--- src/asel_regs.vh ---
// constants for the analog selector control logic
`ifndef ASEL_REGS_VH
`define ASEL_REGS_VH
`define ASEL_SEL_W          5
`define ASEL_CODE_HIZ       5'h0_0
`define ASEL_CODE_VIN       5'h0_1
`define ASEL_CODE_BACKUP    5'h0_2
`define ASEL_CODE_COIN      5'h0_3
`define ASEL_CODE_BUCK1     5'h0_4
`define ASEL_CODE_BUCK6     5'h0_9
`define ASEL_CODE_BUCK7     5'h0_A
`define ASEL_CODE_LIN1      5'h0_B
`define ASEL_CODE_LIN4      5'h0_E
`define ASEL_CODE_TEMP_DIE  5'h0_F
`define ASEL_CODE_TEMP_LAST 5'h1_8
`define ASEL_SEL_RESET      5'h0_0
// divider ratio codes reported alongside the routed channel
`define ASEL_DIV_W          3
`define ASEL_DIV_NONE       3'h0
`define ASEL_DIV_1          3'h1
`define ASEL_DIV_1P25       3'h2
`define ASEL_DIV_2P86       3'h3
`define ASEL_DIV_3          3'h4
`define ASEL_DIV_3P33       3'h5
`define ASEL_DIV_3P5        3'h6
`define ASEL_DIV_4          3'h7
// pin modes
`define ASEL_PIN_W          2
`define ASEL_PIN_GROUND     2'h0
`define ASEL_PIN_HIZ        2'h1
`define ASEL_PIN_DRIVE      2'h2
// settling time in ns and cycles at 4 ns
`define ASEL_SETTLE_NS      50000
`define ASEL_CLK_NS         4
`endif

--- src/asel_top.v ---
// analog selector control: pin mode, channel routing and settle flag
// Summary of operation
// enable low: selector off, pin pulled to ground regardless of channel field
// enable high: selector on, five-bit channel field picks the routed signal
// enabled with code zero: selector off, pin left high impedance
// codes 1..3 route input supply /4, backup supply /3.5, coin cell /3
// codes 4..9 route bucks one..six, ratio 1.25 at 1.8 V else 1
// code 10 routes buck seven /2.86; codes 11..14 linear regulators /3.33
// codes 15..24 route temperature sensors undivided; codes 25..31 reserved
// buffered voltage driven on the pin only in system-on states
// sampler waits 50 us after enable or channel change before reading
// channel field kept independently of enable bit
`timescale 1ns/100ps
`default_nettype none
`include "asel_regs.vh"
module asel_top #(
    parameter SETTLE_CYCLES = (`ASEL_SETTLE_NS + `ASEL_CLK_NS - 1) / `ASEL_CLK_NS
) (
    input  wire                    clock,
    input  wire                    reset_n,
    input  wire                    analog_mux_enable,
    input  wire [`ASEL_SEL_W-1:0]  channel_select_field,
    input  wire                    select_write,
    input  wire                    system_on,
    input  wire [5:0]              buck_at_1p8,
    output reg  [`ASEL_PIN_W-1:0]  pin_mode,
    output reg                     pulldown_on,
    output reg                     buffer_oe,
    output reg  [24:0]             route_onehot,
    output reg  [`ASEL_DIV_W-1:0]  divider_code,
    output reg                     reserved_code,
    output wire                    settled
);
    // one-hot channel decode; index equals select code, bit 0 unused
    function [24:0] asel_decode;
        input [`ASEL_SEL_W-1:0] code;
        begin
            asel_decode = 25'h0;
            if (code != `ASEL_CODE_HIZ && code <= `ASEL_CODE_TEMP_LAST)
                asel_decode[code] = 1'b1;
        end
    endfunction

    reg [`ASEL_SEL_W-1:0] channel;
    reg                   enable_q;
    reg [`ASEL_PIN_W-1:0] next_pin_mode;
    reg [`ASEL_DIV_W-1:0] next_div;
    wire                  routing;
    wire [2:0]            buck_idx;

    // channel field kept apart from the enable bit
    always @(posedge clock or negedge reset_n) begin
        if (!reset_n) begin
            channel  <= `ASEL_SEL_RESET;
            enable_q <= 1'b0;
        end else begin
            enable_q <= analog_mux_enable;
            if (select_write) begin
                channel <= channel_select_field;
            end
        end
    end

    assign routing  = enable_q && channel != `ASEL_CODE_HIZ
                      && channel <= `ASEL_CODE_TEMP_LAST && system_on;
    assign buck_idx = channel[2:0] - 3'h4;

    always @* begin
        if (!enable_q) begin
            next_pin_mode = `ASEL_PIN_GROUND;
        end else if (channel == `ASEL_CODE_HIZ || !system_on
                     || channel > `ASEL_CODE_TEMP_LAST) begin
            next_pin_mode = `ASEL_PIN_HIZ; // see
        end else begin
            next_pin_mode = `ASEL_PIN_DRIVE;
        end
    end

    always @* begin
        next_div = `ASEL_DIV_NONE;
        if (!enable_q) begin
            next_div = `ASEL_DIV_NONE;
        end else if (channel == `ASEL_CODE_VIN) begin
            next_div = `ASEL_DIV_4;
        end else if (channel == `ASEL_CODE_BACKUP) begin
            next_div = `ASEL_DIV_3P5;
        end else if (channel == `ASEL_CODE_COIN) begin
            next_div = `ASEL_DIV_3;
        end else if (channel >= `ASEL_CODE_BUCK1 && channel <= `ASEL_CODE_BUCK6) begin
            next_div = buck_at_1p8[buck_idx] ? `ASEL_DIV_1P25 : `ASEL_DIV_1;
        end else if (channel == `ASEL_CODE_BUCK7) begin
            next_div = `ASEL_DIV_2P86;
        end else if (channel >= `ASEL_CODE_LIN1 && channel <= `ASEL_CODE_LIN4) begin
            next_div = `ASEL_DIV_3P33;
        end else if (channel >= `ASEL_CODE_TEMP_DIE
                     && channel <= `ASEL_CODE_TEMP_LAST) begin
            next_div = `ASEL_DIV_1;
        end
    end

    always @(posedge clock or negedge reset_n) begin
        if (!reset_n) begin
            pin_mode      <= `ASEL_PIN_GROUND;
            pulldown_on   <= 1'b1;
            buffer_oe     <= 1'b0;
            route_onehot  <= 25'h0;
            divider_code  <= `ASEL_DIV_NONE;
            reserved_code <= 1'b0;
        end else begin
            pin_mode      <= next_pin_mode;
            pulldown_on   <= (next_pin_mode == `ASEL_PIN_GROUND);
            buffer_oe     <= (next_pin_mode == `ASEL_PIN_DRIVE);
            route_onehot  <= routing ? asel_decode(channel) : 25'h0;
            divider_code  <= routing ? next_div : `ASEL_DIV_NONE;
            reserved_code <= enable_q && channel > `ASEL_CODE_TEMP_LAST;
        end
    end

    // restart on enable rise or any channel change
    asel_settle #(
        .SETTLE_CYCLES (SETTLE_CYCLES),
        .CW            (14)
    ) u_settle (
        .clock   (clock),
        .reset_n (reset_n),
        .restart ((analog_mux_enable && !enable_q)
                  || (select_write && channel_select_field != channel)),
        .active  (routing),
        .settled (settled)
    );
endmodule // asel_top
`default_nettype wire

--- src/asel_settle.v ---
// settling timer restarted on every enable or channel change
`timescale 1ns/100ps
`default_nettype none
module asel_settle #(
    parameter SETTLE_CYCLES = 12500,
    parameter CW            = 14
) (
    input  wire clock,
    input  wire reset_n,
    input  wire restart,
    input  wire active,
    output reg  settled
);
    reg [CW-1:0] count;
    always @(posedge clock or negedge reset_n) begin
        if (!reset_n) begin
            count   <= {CW{1'b0}};
            settled <= 1'b0;
        end else if (!active || restart) begin
            count   <= {CW{1'b0}};
            settled <= 1'b0;
        end else if (count < SETTLE_CYCLES[CW-1:0] - 1'b1) begin
            count   <= count + 1'b1;
        end else begin
            settled <= 1'b1;
        end
    end
endmodule // asel_settle
`default_nettype wire

--- config.mk ---
export PLATFORM = sky130hd
export DESIGN_NAME = asel_top
export DESIGN_NICKNAME = d
export VERILOG_FILES = /design/src/asel_top.v /design/src/asel_settle.v
export VERILOG_INCLUDE_DIRS = /design/src
export SDC_FILE = /design/constraint.sdc
export NUM_CORES = 1
export LEC_CHECK = 0
export BUFFER_PORTS_ARGS = -buffer_cell sky130_fd_sc_hd__buf_2
export CORE_UTILIZATION = 54
export DETAILED_ROUTE_END_ITERATION = 7
export HOLD_SLACK_MARGIN = 0.03
export PLACE_DENSITY = 0.78
export SLEW_MARGIN = 20
export SYNTH_ARGS = -nofsm -noshare
export SYNTH_HDL_FRONTEND = slang
export SYNTH_HIERARCHICAL = 1
export SYNTH_SLANG_ARGS = --single-unit
--- constraint.sdc ---
create_clock -name clock -period 2.7 [get_ports clock]
set_input_delay 0.54 -clock clock [delete_from_list [all_inputs] [get_ports clock]]
set_output_delay 0.54 -clock clock [all_outputs]
set_load 0.01 [all_outputs]
==> metrics.md, run 1 <==
| Metric | Value |
|---|---|
| Post-Route Skew | `7.68 ps` |
| Met2 Wirelength | `2.23 mm` |
| Placer Congestion | `0.774` |
| Endpoint type of the worst setup path | `flop` |
| Data required time of the worst path | `2940 ps` |
| Setup ws final | `562 ps` |
| Area delta synth->final | `15.2%` |
| Clock tree sinks | `53` |
| Crit share post-route | `79.2%` |
| Unrepaired setup endpoints after global routing | `no` |
| Clock Root Buffer | `clkbuf_8` |
| Top cell type's share of synthesized area | `54.1%` |
| Status | `finished, final reports clean` |
| Starting Density | `58.1%` |
| Cell area after synthesis | `2410 sq um` |
| Worst-Margin Slew | `635 ps` |
| Period minus WS final | `around 2100 ps` |
| Setup TNS | `0 ps` |
| Diodes inserted | `0` |
| Vias in the first global route | `~1600` |
| Sequential-to-total area share from yosys stat | `55.1%` |
| CTS tree | `built` |
| H-tree depth | `2` |
| Die area | `4730 sq um` |
| First-pass GRT wire length | `7.75 mm` |
| Clock-pin slew on the worst setup and hold paths | `100 ps` |
| Ys Warns | `6` |
| WL final | `about 4.7 mm` |
| Clock Path Buffers | `2` |
| Register bit total from synthesis | `between 50 and 60` |
| Die width | `68.8 um` |
| CTS Buf Count | `5` |
| Largest net degree at the start of global routing | `30` |
| Critical path class | `flop to flop` |
| Total GRT Usage | `approximately 22%` |
| Commonest cells post-synth | `52 x dfrtp_1, 32 x nor2_1, 26 x nand2_1, 9 x a21oi_1` |
| Metal-1 WL | `2.21 mm` |
| Pwr per Cell Area | `~530 nW/um^2` |
| DRC violations left | `0` |
| Number of synthesized flops with an enable pin | `0` |
| Max-slew headroom | `57.6%` |
| Max Cap Violations | `0` |
| Vias post-DR | `1781` |
| Via density | `5.48` |
| Final nets | `about 290` |
| Launching element type of the critical path | `flop` |
| CP arrival | `2380 ps` |
| Largest cells by area after synthesis | `dfrtp_1 54%, nor2_1 5.0%, nand2_1 4.1%` |
| Max-slew violation count | `0` |
| # rows | `23` |
| Largest vdd supply drop | `0.432 mV` |
| Static Leak | `1.35 nW` |
| Top Layer Used | `met4` |
| Ys async rst share | `100%` |
| Initial DRC count | `between 100 and 150` |
| Met3 wire length | `223 um` |
| Setup WS pre-CTS | `499 ps` |
| Synthesized instance count | `227` |
| Synth Area per Inst | `10.6 sq um` |
| Routed wire per std cell | `14.5 um` |
| Final hold vios | `0` |
| Post-CTS setup buffer count | `0` |
| Top_reg_cell synth | `dfrtp_1` |
| Peak Freq | `468 MHz` |
| Post-synth net total | `244` |
| Cell accounting for the most synthesized area | `dfrtp_1` |
| Port bufs | `between 40 and 50` |
| Final setup vio count | `0` |
| Initial antenna violation count | `0` |
| Distinct cells, synth | `51` |
| I/O Pins | `50` |
| Final ANT Viol Nets | `0` |
| CP max FO | `12` |
| Worst-skew pair later-pin latency | `320 ps` |
| Die height | `68.8 um` |
| Core Region | `4140 sq um` |
| HPWL Detailed | `about 3.3 mm` |
| Grt ovf | `0` |
| Ratio of cells with drive above 1 in the final layout | `about a quarter` |
| Hold Crit Class | `input pin to flop` |
| First-pass iteration count of the detailed router | `4` |
| Count leader, synth | `dfrtp_1` |
[sequential cells by signal, indices dropped and copies added, names as in the netlist]
name / count
buffer_oe: 1
channel: 5
divider_code: 3
enable_q: 1
pin_mode: 1
pulldown_on: 1
reserved_code: 1
route_onehot: 25
u_settle/count: 14
u_settle/settled: 1
[where the power goes]
part | switching [mW] | leakage [nW] | internal (mW)
combinational | 0.0831 | 0.580 | 0.0585
sequential | 0.0284 | 0.717 | 0.813
clock | 0.286 | 0.0506 | 0.194
total | 0.397 | 1.35 | 1.07
[worst paths after layout]
check	from	end	slack [ps]	cells after the start
setup / recovery	channel[2]	u_settle/count[6]	560	7
hold / removal	analog_mux_enable	enable_q	350	1
setup reg to reg	channel[2]	u_settle/count[6]	560	7
hold reg to reg	enable_q	pulldown_on	440	1
max in group asynchronous	reset_n	pulldown_on	1530	3
min in group asynchronous	reset_n	route_onehot[22]	550	2
[layer usage]
metal | GRT usage, % | up-vias
li1 | - | 881
met1 | 30.4 | 841
met2 | 34.9 | 53
met3 | 4.61 | 6
met4 | 9.18 | 0
met5 | 0 | -
[through the flow]
step           util [%]  hold WS (ps)  instance area, sq um  instances  power [mW]
2_1_floorplan         -           244                  2410        227       0.944
3_3_place_gp       64.3           360                  2670        316       0.995
3_5_place_dp       64.3           359                  2670        316       0.997
4_1_cts            66.9           349                  2770        325        1.47
5_1_grt            66.9           347                  2770        325        1.53
6_report           66.9           346                  2770        325        1.46
[layout by cell type (no fill, tap or decap), types with 6 or more instances in the layout]
cell and n:
a21oi_1 9, buf_2 49, dfrtp_1 52, nand2_1 26, nand2b_1 8, nand3_1 7
nor2_1 32, nor3_1 8, o21ai_1 6
[repair_timing]
action,4_1_cts,5_1_grt
hold buffers,1,0
resized for setup,0,0
endpoints found under the hold margin,4,0
[kinds of logic (layout without fill, tap and decap cells)]
group / after synthesis / in the layout / synth area share, %
XOR/XNOR: 7 / 7 / 2.55
buffers and inverters: 15 / 63 / 3.33
AO/OA/AOI/OAI: 39 / 39 / 12.7
multiplexers: 10 / 10 / 4.42
flip-flops: 53 / 53 / 55.1
other: 1 / 1 / 0.156
AND/OR/NAND/NOR: 101 / 101 / 21.2
adder cells (fa/ha/maj): 1 / 1 / 0.520
[area by class of cell]
| class | count | area, sq um |
|---|---|---|
| Clock inverter | 3 | 28.8 |
| Multi-Input combinational cell | 159 | 1000 |
| Timing Repair Buffer | 53 | 278 |
| Fill cell | 350 | 1370 |
| Inverter | 2 | 7.51 |
| Clock buffer | 5 | 68.8 |
| Sequential cell | 53 | 1330 |
| Tap cell | 50 | 62.6 |
[worst max-delay path, cell delays in order, from the launching register on]
cell and delay, ps:
dfrtp_1 530, xor2_1 220, nor3_1 180, nand3_1 100
a22o_1 210, nand2b_1 320, a2111o_1 420, o21ai_1 80
No activity file was read; power rests on OpenSTA's default activity.
==> inputs of run 2 (changes only) <==
- ABC_AREA: unset -> 1
- CORE_UTILIZATION: 54 -> 49
- PLACE_DENSITY: 0.78 -> 0.74
- clock period: 2.7 -> 1.75 ns (I/O delays scaled with it)
==> run 2 against run 1 <==
Against the previous run: non-clock buffer count up 10; synthesized cell count rose by 26%; fmax increased by 29%; combinational power grew 100%; critical path type unchanged; largest power group unchanged; highest routed layer unchanged.
==> metrics.md, run 2 <==
| Metric | Value |
|---|---|
| Status | `finished, final reports clean` |
| Pwr per Cell Area | `767 nW/um^2 (+45%)` |
| Commonest non-fill, non-tap cell in the layout | `nand2_1` |
| First-pass iteration count of the detailed router | `4 (unchanged)` |
| Die area | `5370 sq um (+14%)` |
| Starting Density | `51.7% (-6.4 points)` |
| Worst-skew pair later-pin latency | `310 ps (about the same)` |
| Peak Freq | `606 MHz (+29%)` |
| Static Leak | `1.54 nW (+14%)` |
| Largest net degree at the start of global routing | `38 (+27%)` |
| Register bit total from synthesis | `53 (unchanged)` |
| Ys async rst share | `100% (unchanged)` |
| CTS tree | `built` |
| Placed instance count | `402 (+27%)` |
| Final Power | `2.31 mW (+58%)` |
| Final ANT Viol Nets | `0 (unchanged)` |
| Commonest cells post-synth | `68 x nand2_1, 52 x dfrtp_1, 32 x nor2_1, 27 x nand3_1, 23 x inv_1` |
| Data required time of the worst path | `1970 ps (-970 ps)` |
| Top Layer Used | `met4` |
| Sequential-to-total area share from yosys stat | `53.3% (-1.8 points)` |
| Ys Warns | `6 (unchanged)` |
| Met3 wire length | `251 um (+13%)` |
| Endpoint type of the worst setup path | `flop` |
| Launching element type of the critical path | `flop` |
| Final nets | `364 (+25%)` |
| Non-Filler Instances | `415 (+28%)` |
| Largest register FFs | `25 (unchanged)` |
| Routed wire per std cell | `11.9 um (-18%)` |
| Clock-pin slew on the worst setup and hold paths | `110 ps (about the same)` |
| Distinct cells, synth | `30 (-41%)` |
| Vias in the first global route | `1860 (+13%)` |
| Synth Area per Inst | `8.68 sq um (-18%)` |
| Final Util | `62.5% (-4.4 points)` |
| CTS Buf Count | `5 (unchanged)` |
| Diodes inserted | `0 (unchanged)` |
| Total GRT Usage | `20.0% (-2.4 points)` |
| Die width | `73.3 um (+6.6%)` |
| Fill cells | `429 (+23%)` |
| Placed Area | `2840 sq um (+6.4%)` |
| Top cell type's share of synthesized area | `52.3% (-1.8 points)` |
| Ratio of cells with drive above 1 in the final layout | `29.0% (+2.8 points)` |
| Count leader, synth | `nand2_1` |
| Final hold vios | `0 (unchanged)` |
| I/O Pins | `50 (unchanged)` |
| HPWL Detailed | `3.64 mm (+9.8%)` |
| Grt ovf | `0 (unchanged)` |
| Via density | `4.94 (-9.8%)` |
| First-pass GRT wire length | `8.12 mm (+4.8%)` |
| Regs by FF count | `route_onehot x25, u_settle/count x14, channel x5` |
| Port bufs | `49 (unchanged)` |
| Max-slew violation count | `0 (unchanged)` |
| DRC violations left | `0 (unchanged)` |
| Clock Path Buffers | `2 (unchanged)` |
| Clock tree sinks | `53 (unchanged)` |
| # rows | `25 (+8.7%)` |
| Largest Register | `route_onehot` |
| CP max FO | `7 (-5)` |
| Post-synth net total | `304 (+25%)` |
| Initial antenna violation count | `0 (unchanged)` |
| Top_reg_cell synth | `dfrtp_1` |
| Max Cap Violations | `0 (unchanged)` |
| CP arrival | `1870 ps (-510 ps)` |
| Met2 Wirelength | `2.28 mm (+2.1%)` |
| Clock Root Buffer | `clkbuf_8` |
| Placer Congestion | `0.848 (+9.6%)` |
| Die height | `73.3 um (+6.6%)` |
| Cell accounting for the most synthesized area | `dfrtp_1` |
| Worst slack on hold paths | `152 ps (-194 ps)` |
| Vias post-DR | `2052 (+15%)` |
| Largest cells by area after synthesis | `dfrtp_1 52%, nand2_1 10%, nand3_1 5.4%` |
| Cell area after synthesis | `2490 sq um (+3.4%)` |
| Final Cell Area | `3010 sq um (+8.6%)` |
| Hold Crit Class | `input pin to flop` |
| Final setup vio count | `0 (unchanged)` |
| Synthesized instance count | `287 (+26%)` |
| H-tree depth | `2 (unchanged)` |
| Initial DRC count | `140 (+32%)` |
| Area delta synth->final | `20.9%` |
| WL final | `4.93 mm (+4.3%)` |
| Post-Route Skew | `16.2 ps (+8.51 ps)` |
| Most frequent cells in the layout | `68 x nand2_1, 49 x dfrtp_1, 49 x buf_2, 32 x nor2_1, 24 x nand3_1` |
| Unrepaired setup endpoints after global routing | `yes` |
| Period minus WS final | `1650 ps (-487 ps)` |
| Largest vdd supply drop | `0.552 mV (+28%)` |
| Critical path class | `flop to flop` |
| Core Region | `4820 sq um (+16%)` |
| Number of synthesized flops with an enable pin | `0 (unchanged)` |
| Crit share post-route | `94.3% (+15 points)` |
| Metal-1 WL | `2.34 mm (+5.6%)` |
run 2: cells by family (layout without fill, tap and decap cells):
group | count (synthesis) | in the layout | share of synthesized area [%]
compound gates | 21 | 21 | 4.57
xor+xnor | 11 | 11 | 3.87
fa+ha+maj | 1 | 1 | 0.502
buf+inv | 36 | 97 | 6.98
flops | 53 | 53 | 53.3
other cells | 1 | 1 | 0.151
simple gates | 164 | 164 | 30.6
run 2: worst paths after layout:
path,from,to,slack [ps],cells past startpoint
max,channel[1],u_settle/count[4],100,9
min,analog_mux_enable,enable_q,150,1
max reg2reg,channel[1],u_settle/count[4],100,9
min reg2reg,u_settle/settled,u_settle/settled,510,2
max in group asynchronous,reset_n,channel[1],730,3
min in group asynchronous,reset_n,u_settle/count[10],480,2
run 2: cell type report:
type | count | area, sq um | share of cell area (%)
multi-input cells | 198 | 1030 | 34.2
flip-flops and latches | 53 | 1330 | 44.2
clock buffers | 5 | 68.8 | 2.29
inverters | 26 | 97.6 | 3.24
well taps | 67 | 83.8 | 2.78
clock inverters | 3 | 28.8 | 0.956
repair buffers | 63 | 369 | 12.3
run 2: per-layer routing:
| metal | GRT usage, % | vias to the layer above |
|---|---|---|
| met4 | 8.93 | 0 |
| met2 | 31.3 | 55 |
| met1 | 27.4 | 959 |
| met3 | 3.43 | 5 |
| li1 | - | 1033 |
| met5 | 0 | - |
run 2: critical path: stages (launching register included):
cell	delay, ps
dfrtp_2	480
nor2_4	190
a21oi_4	90
nor2_4	130
nand2_4	50
inv_2	50
inv_2	30
nor2_4	200
nand3_4	150
o21ai_0	170
run 2: what timing repair did:
item | CTS | global route
gates resized for setup | 1 | 15
pin swaps | 0 | 5
endpoints found under the hold margin | 15 | 0
buffers inserted | 0 | 4
setup endpoints to repair | 1 | 15
hold buffers | 1 | 0
run 2: through the flow:
step / TNS, ps / worst slack (ps)
floorplan: 0 / 0.915
global placement: 0 / 118
detailed placement: 0 / 25.1
CTS: 0 / 30.4
global route: -41.6 / -11.2
finish: 0 / 99.1
run 2: power breakdown:
group | internal [mW] | leakage (nW) | switching, mW
combinational | 0.108 | 0.773 | 0.179
clock | 0.300 | 0.0506 | 0.439
sequential | 1.25 | 0.716 | 0.0290
total | 1.66 | 1.54 | 0.647
==> inputs of run 3 (changes only) <==
- BUFFER_PORTS_ARGS: -buffer_cell sky130_fd_sc_hd__buf_2 -> unset
- CORE_UTILIZATION: 49 -> 56
- DONT_BUFFER_PORTS: unset -> 1
- PLACE_DENSITY: 0.74 -> 0.73
==> run 3 against run 2 <==
Against the previous run: cell area shrank 8.9%; critical path depth grew 2; total power is 1.7% higher.
==> metrics.md, run 3 (synthesized netlist as in run 2, its figures left out) <==
| Metric | Value |
|---|---|
| Max Cap Violations | `0 (unchanged)` |
| Hold Crit Class | `input pin to flop` |
| Diodes inserted | `0 (unchanged)` |
| Clock Root Buffer | `clkbuf_8` |
| CP Capture Point | `u_settle/count[2]` |
| First-pass iteration count of the detailed router | `4 (unchanged)` |
| Clock tree sinks | `53 (unchanged)` |
| Period minus WS final | `1640 ps (-13.5 ps)` |
| Final setup vio count | `0 (unchanged)` |
| Largest Register | `route_onehot` |
| Worst-skew pair later-pin latency | `300 ps (about the same)` |
| Clock power frac | `35.0% (+3.0 points)` |
| Peak Freq | `611 MHz (+0.82%)` |
| Buf/Inv on CP | `4 (+2)` |
| Clock Path Buffers | `2 (unchanged)` |
| Worst slack on hold paths | `63.7 ps (-88.7 ps)` |
| Commonest non-fill, non-tap cell in the layout | `nand2_1` |
| CP max FO | `9 (+2)` |
| Reg-to-Reg Start | `channel[3]` |
| Final hold vios | `0 (unchanged)` |
| Largest net degree at the start of global routing | `54 (+42%)` |
| Worst R2R Path Depth | `11 (+2)` |
| Static Leak | `1.30 nW (-16%)` |
| Combinational Power Share | `10.1% (-2.3 points)` |
| Setup WS pre-CTS | `93.5 ps (+68.5 ps)` |
| Regs by FF count | `route_onehot x25, u_settle/count x14, channel x5` |
| First-pass GRT wire length | `7.64 mm (-5.9%)` |
| Via density | `5.38 (+8.9%)` |
| Ratio of cells with drive above 1 in the final layout | `15.8% (-13 points)` |
| Crit share post-route | `93.6% (-0.77 points)` |
| I/O Pins | `50 (unchanged)` |
| Grt ovf | `0 (unchanged)` |
| Die width | `68.7 um (-6.3%)` |
| Switching power | `0.584 mW (-9.7%)` |
| Initial DRC count | `114 (-19%)` |
| Max-slew violation count | `0 (unchanged)` |
| WP depth | `11 (+2)` |
| Area delta synth->final | `10.1%` |
| Port bufs | `0 (-100%)` |
| Fraction of power consumed by sequential logic | `54.9% (-0.7 points)` |
| Core Region | `4140 sq um (-14%)` |
| Most frequent cells in the layout | `66 x nand2_1, 50 x dfrtp_1, 32 x nor2_1, 26 x nand3_1, 21 x inv_1` |
| Data required time of the worst path | `1970 ps (about the same)` |
| Max stage delay on crit path | `430 ps (-50 ps)` |
| Fill cells | `368 (-14%)` |
| Routed wire per std cell | `13.3 um (+12%)` |
| Placer Congestion | `0.829 (-2.2%)` |
| Crit-path cells | `buf_4 > nand2_1 > a21oi_2 > nor2_4 > nand2_4 > inv_1 > inv_1 > nor2_4 > buf_6 > nand3_1 > o21ai_0` |
| Switching share of total power | `24.9% (-3.2 points)` |
| Internal power | `1.76 mW (+6.2%)` |
| Launching element type of the critical path | `flop` |
| DRC violations left | `0 (unchanged)` |
| Status | `finished, final reports clean` |
| R2R setup slack | `110 ps (about the same)` |
| Unrepaired setup endpoints after global routing | `yes` |
| Largest register FFs | `25 (unchanged)` |
| Setup ws final | `113 ps (+13.5 ps)` |
| Endpoint type of the worst setup path | `flop` |
| Final ANT Viol Nets | `0 (unchanged)` |
| Critical path class | `flop to flop` |
| Initial antenna violation count | `0 (unchanged)` |
| Starting Density | `60.1% (+8.4 points)` |
| CTS Buf Count | `5 (unchanged)` |
| H-tree depth | `2 (unchanged)` |
| Largest vdd supply drop | `0.495 mV (-10%)` |
| HPWL Detailed | `3.32 mm (-8.7%)` |
| Critical path's top delay family | `simple AND/OR/NAND/NOR gates` |
| Pwr per Cell Area | `857 nW/um^2 (+12%)` |
| Die height | `68.7 um (-6.3%)` |
| Crit-path slowest cell | `dfrtp_1` |
| CTS tree | `built` |
| Final nets | `313 (-14%)` |
| Die area | `4720 sq um (-12%)` |
| WL final | `4.62 mm (-6.3%)` |
| Post-Route Skew | `8.16 ps (-8.04 ps)` |
| CP startpoint | `channel[3]` |
| Clock-pin slew on the worst setup and hold paths | `100 ps (about the same)` |
| Vias in the first global route | `1745 (-6.2%)` |
| CP arrival | `1860 ps (about the same)` |
| # rows | `23 (-8.0%)` |
| FF-to-FF End | `u_settle/count[2]` |
| Vias post-DR | `1868 (-9.0%)` |
| Total GRT Usage | `22.1% (+2.1 points)` |
[run 3: timing repair]
| action | 4_1_cts | 5_1_grt |
|---|---|---|
| endpoints found under the hold margin | 53 | 0 |
| setup endpoints to repair | 0 | 14 |
| buffers inserted | 0 | 0 |
| hold buffers | 2 | 0 |
| resized for setup | 0 | 10 |
[run 3: layout make-up]
type / count / area, sq um / share of cell area [%]
multi-input cells: 198 / 1020 / 37.2
clock inverters: 3 / 46.3 / 1.69
inverters: 26 / 97.6 / 3.56
flip-flops and latches: 53 / 1330 / 48.5
repair buffers: 12 / 116 / 4.24
clock buffers: 5 / 68.8 / 2.51
well taps: 50 / 62.6 / 2.28
[run 3: power groups by stage]
stage               sequential, mW  clock [mW]  combinational, mW
global placement              1.31           0              0.198
finish                        1.29       0.822              0.238
global route                  1.29       0.883              0.272
floorplan                     1.30           0              0.169
CTS                           1.29       0.842              0.234
detailed placement            1.31           0              0.200
[run 3: worst register-to-register path, stage by stage, from the launching register on]
cell and delay, ps:
dfrtp_1 430, buf_4 160, nand2_1 70, a21oi_2 50, nor2_4 170, nand2_4 60
inv_1 50, inv_1 50, nor2_4 180, buf_6 170, nand3_1 80, o21ai_0 80
[run 3: how the worst min path moves through the flow]
stage | endpoint | startpoint | slack, ps | cells past startpoint
finish | enable_q | analog_mux_enable | 60 | 0
global route | enable_q | analog_mux_enable | 50 | 0
CTS | enable_q | analog_mux_enable | 60 | 0
detailed placement | route_onehot[17] | reset_n | 60 | 0
global placement | route_onehot[17] | reset_n | 60 | 0
floorplan | buffer_oe | reset_n | 50 | 0
[run 3: routing by layer]
layer / vias to the layer above / routed length (um) / track usage, %
met5: - / 0 / 0
met4: 0 / 59 / 8.07
met3: 6 / 318 / 5.76
met2: 55 / 1990 / 32.1
met1: 875 / 2250 / 31.5
li1: 932 / - / -
[run 3: per-stage QoR]
step / util [%] / power, mW / std cells / cell area (sq um) / setup TNS [ps]
detailed placement: 61.9 / 1.51 / 337 / 2560 / 0
global placement: 61.9 / 1.51 / 337 / 2560 / 0
floorplan: - / 1.47 / 287 / 2510 / 0
CTS: 65.6 / 2.36 / 347 / 2720 / 0
finish: 66.2 / 2.35 / 347 / 2740 / 0
global route: 66.2 / 2.45 / 347 / 2740 / -1.46
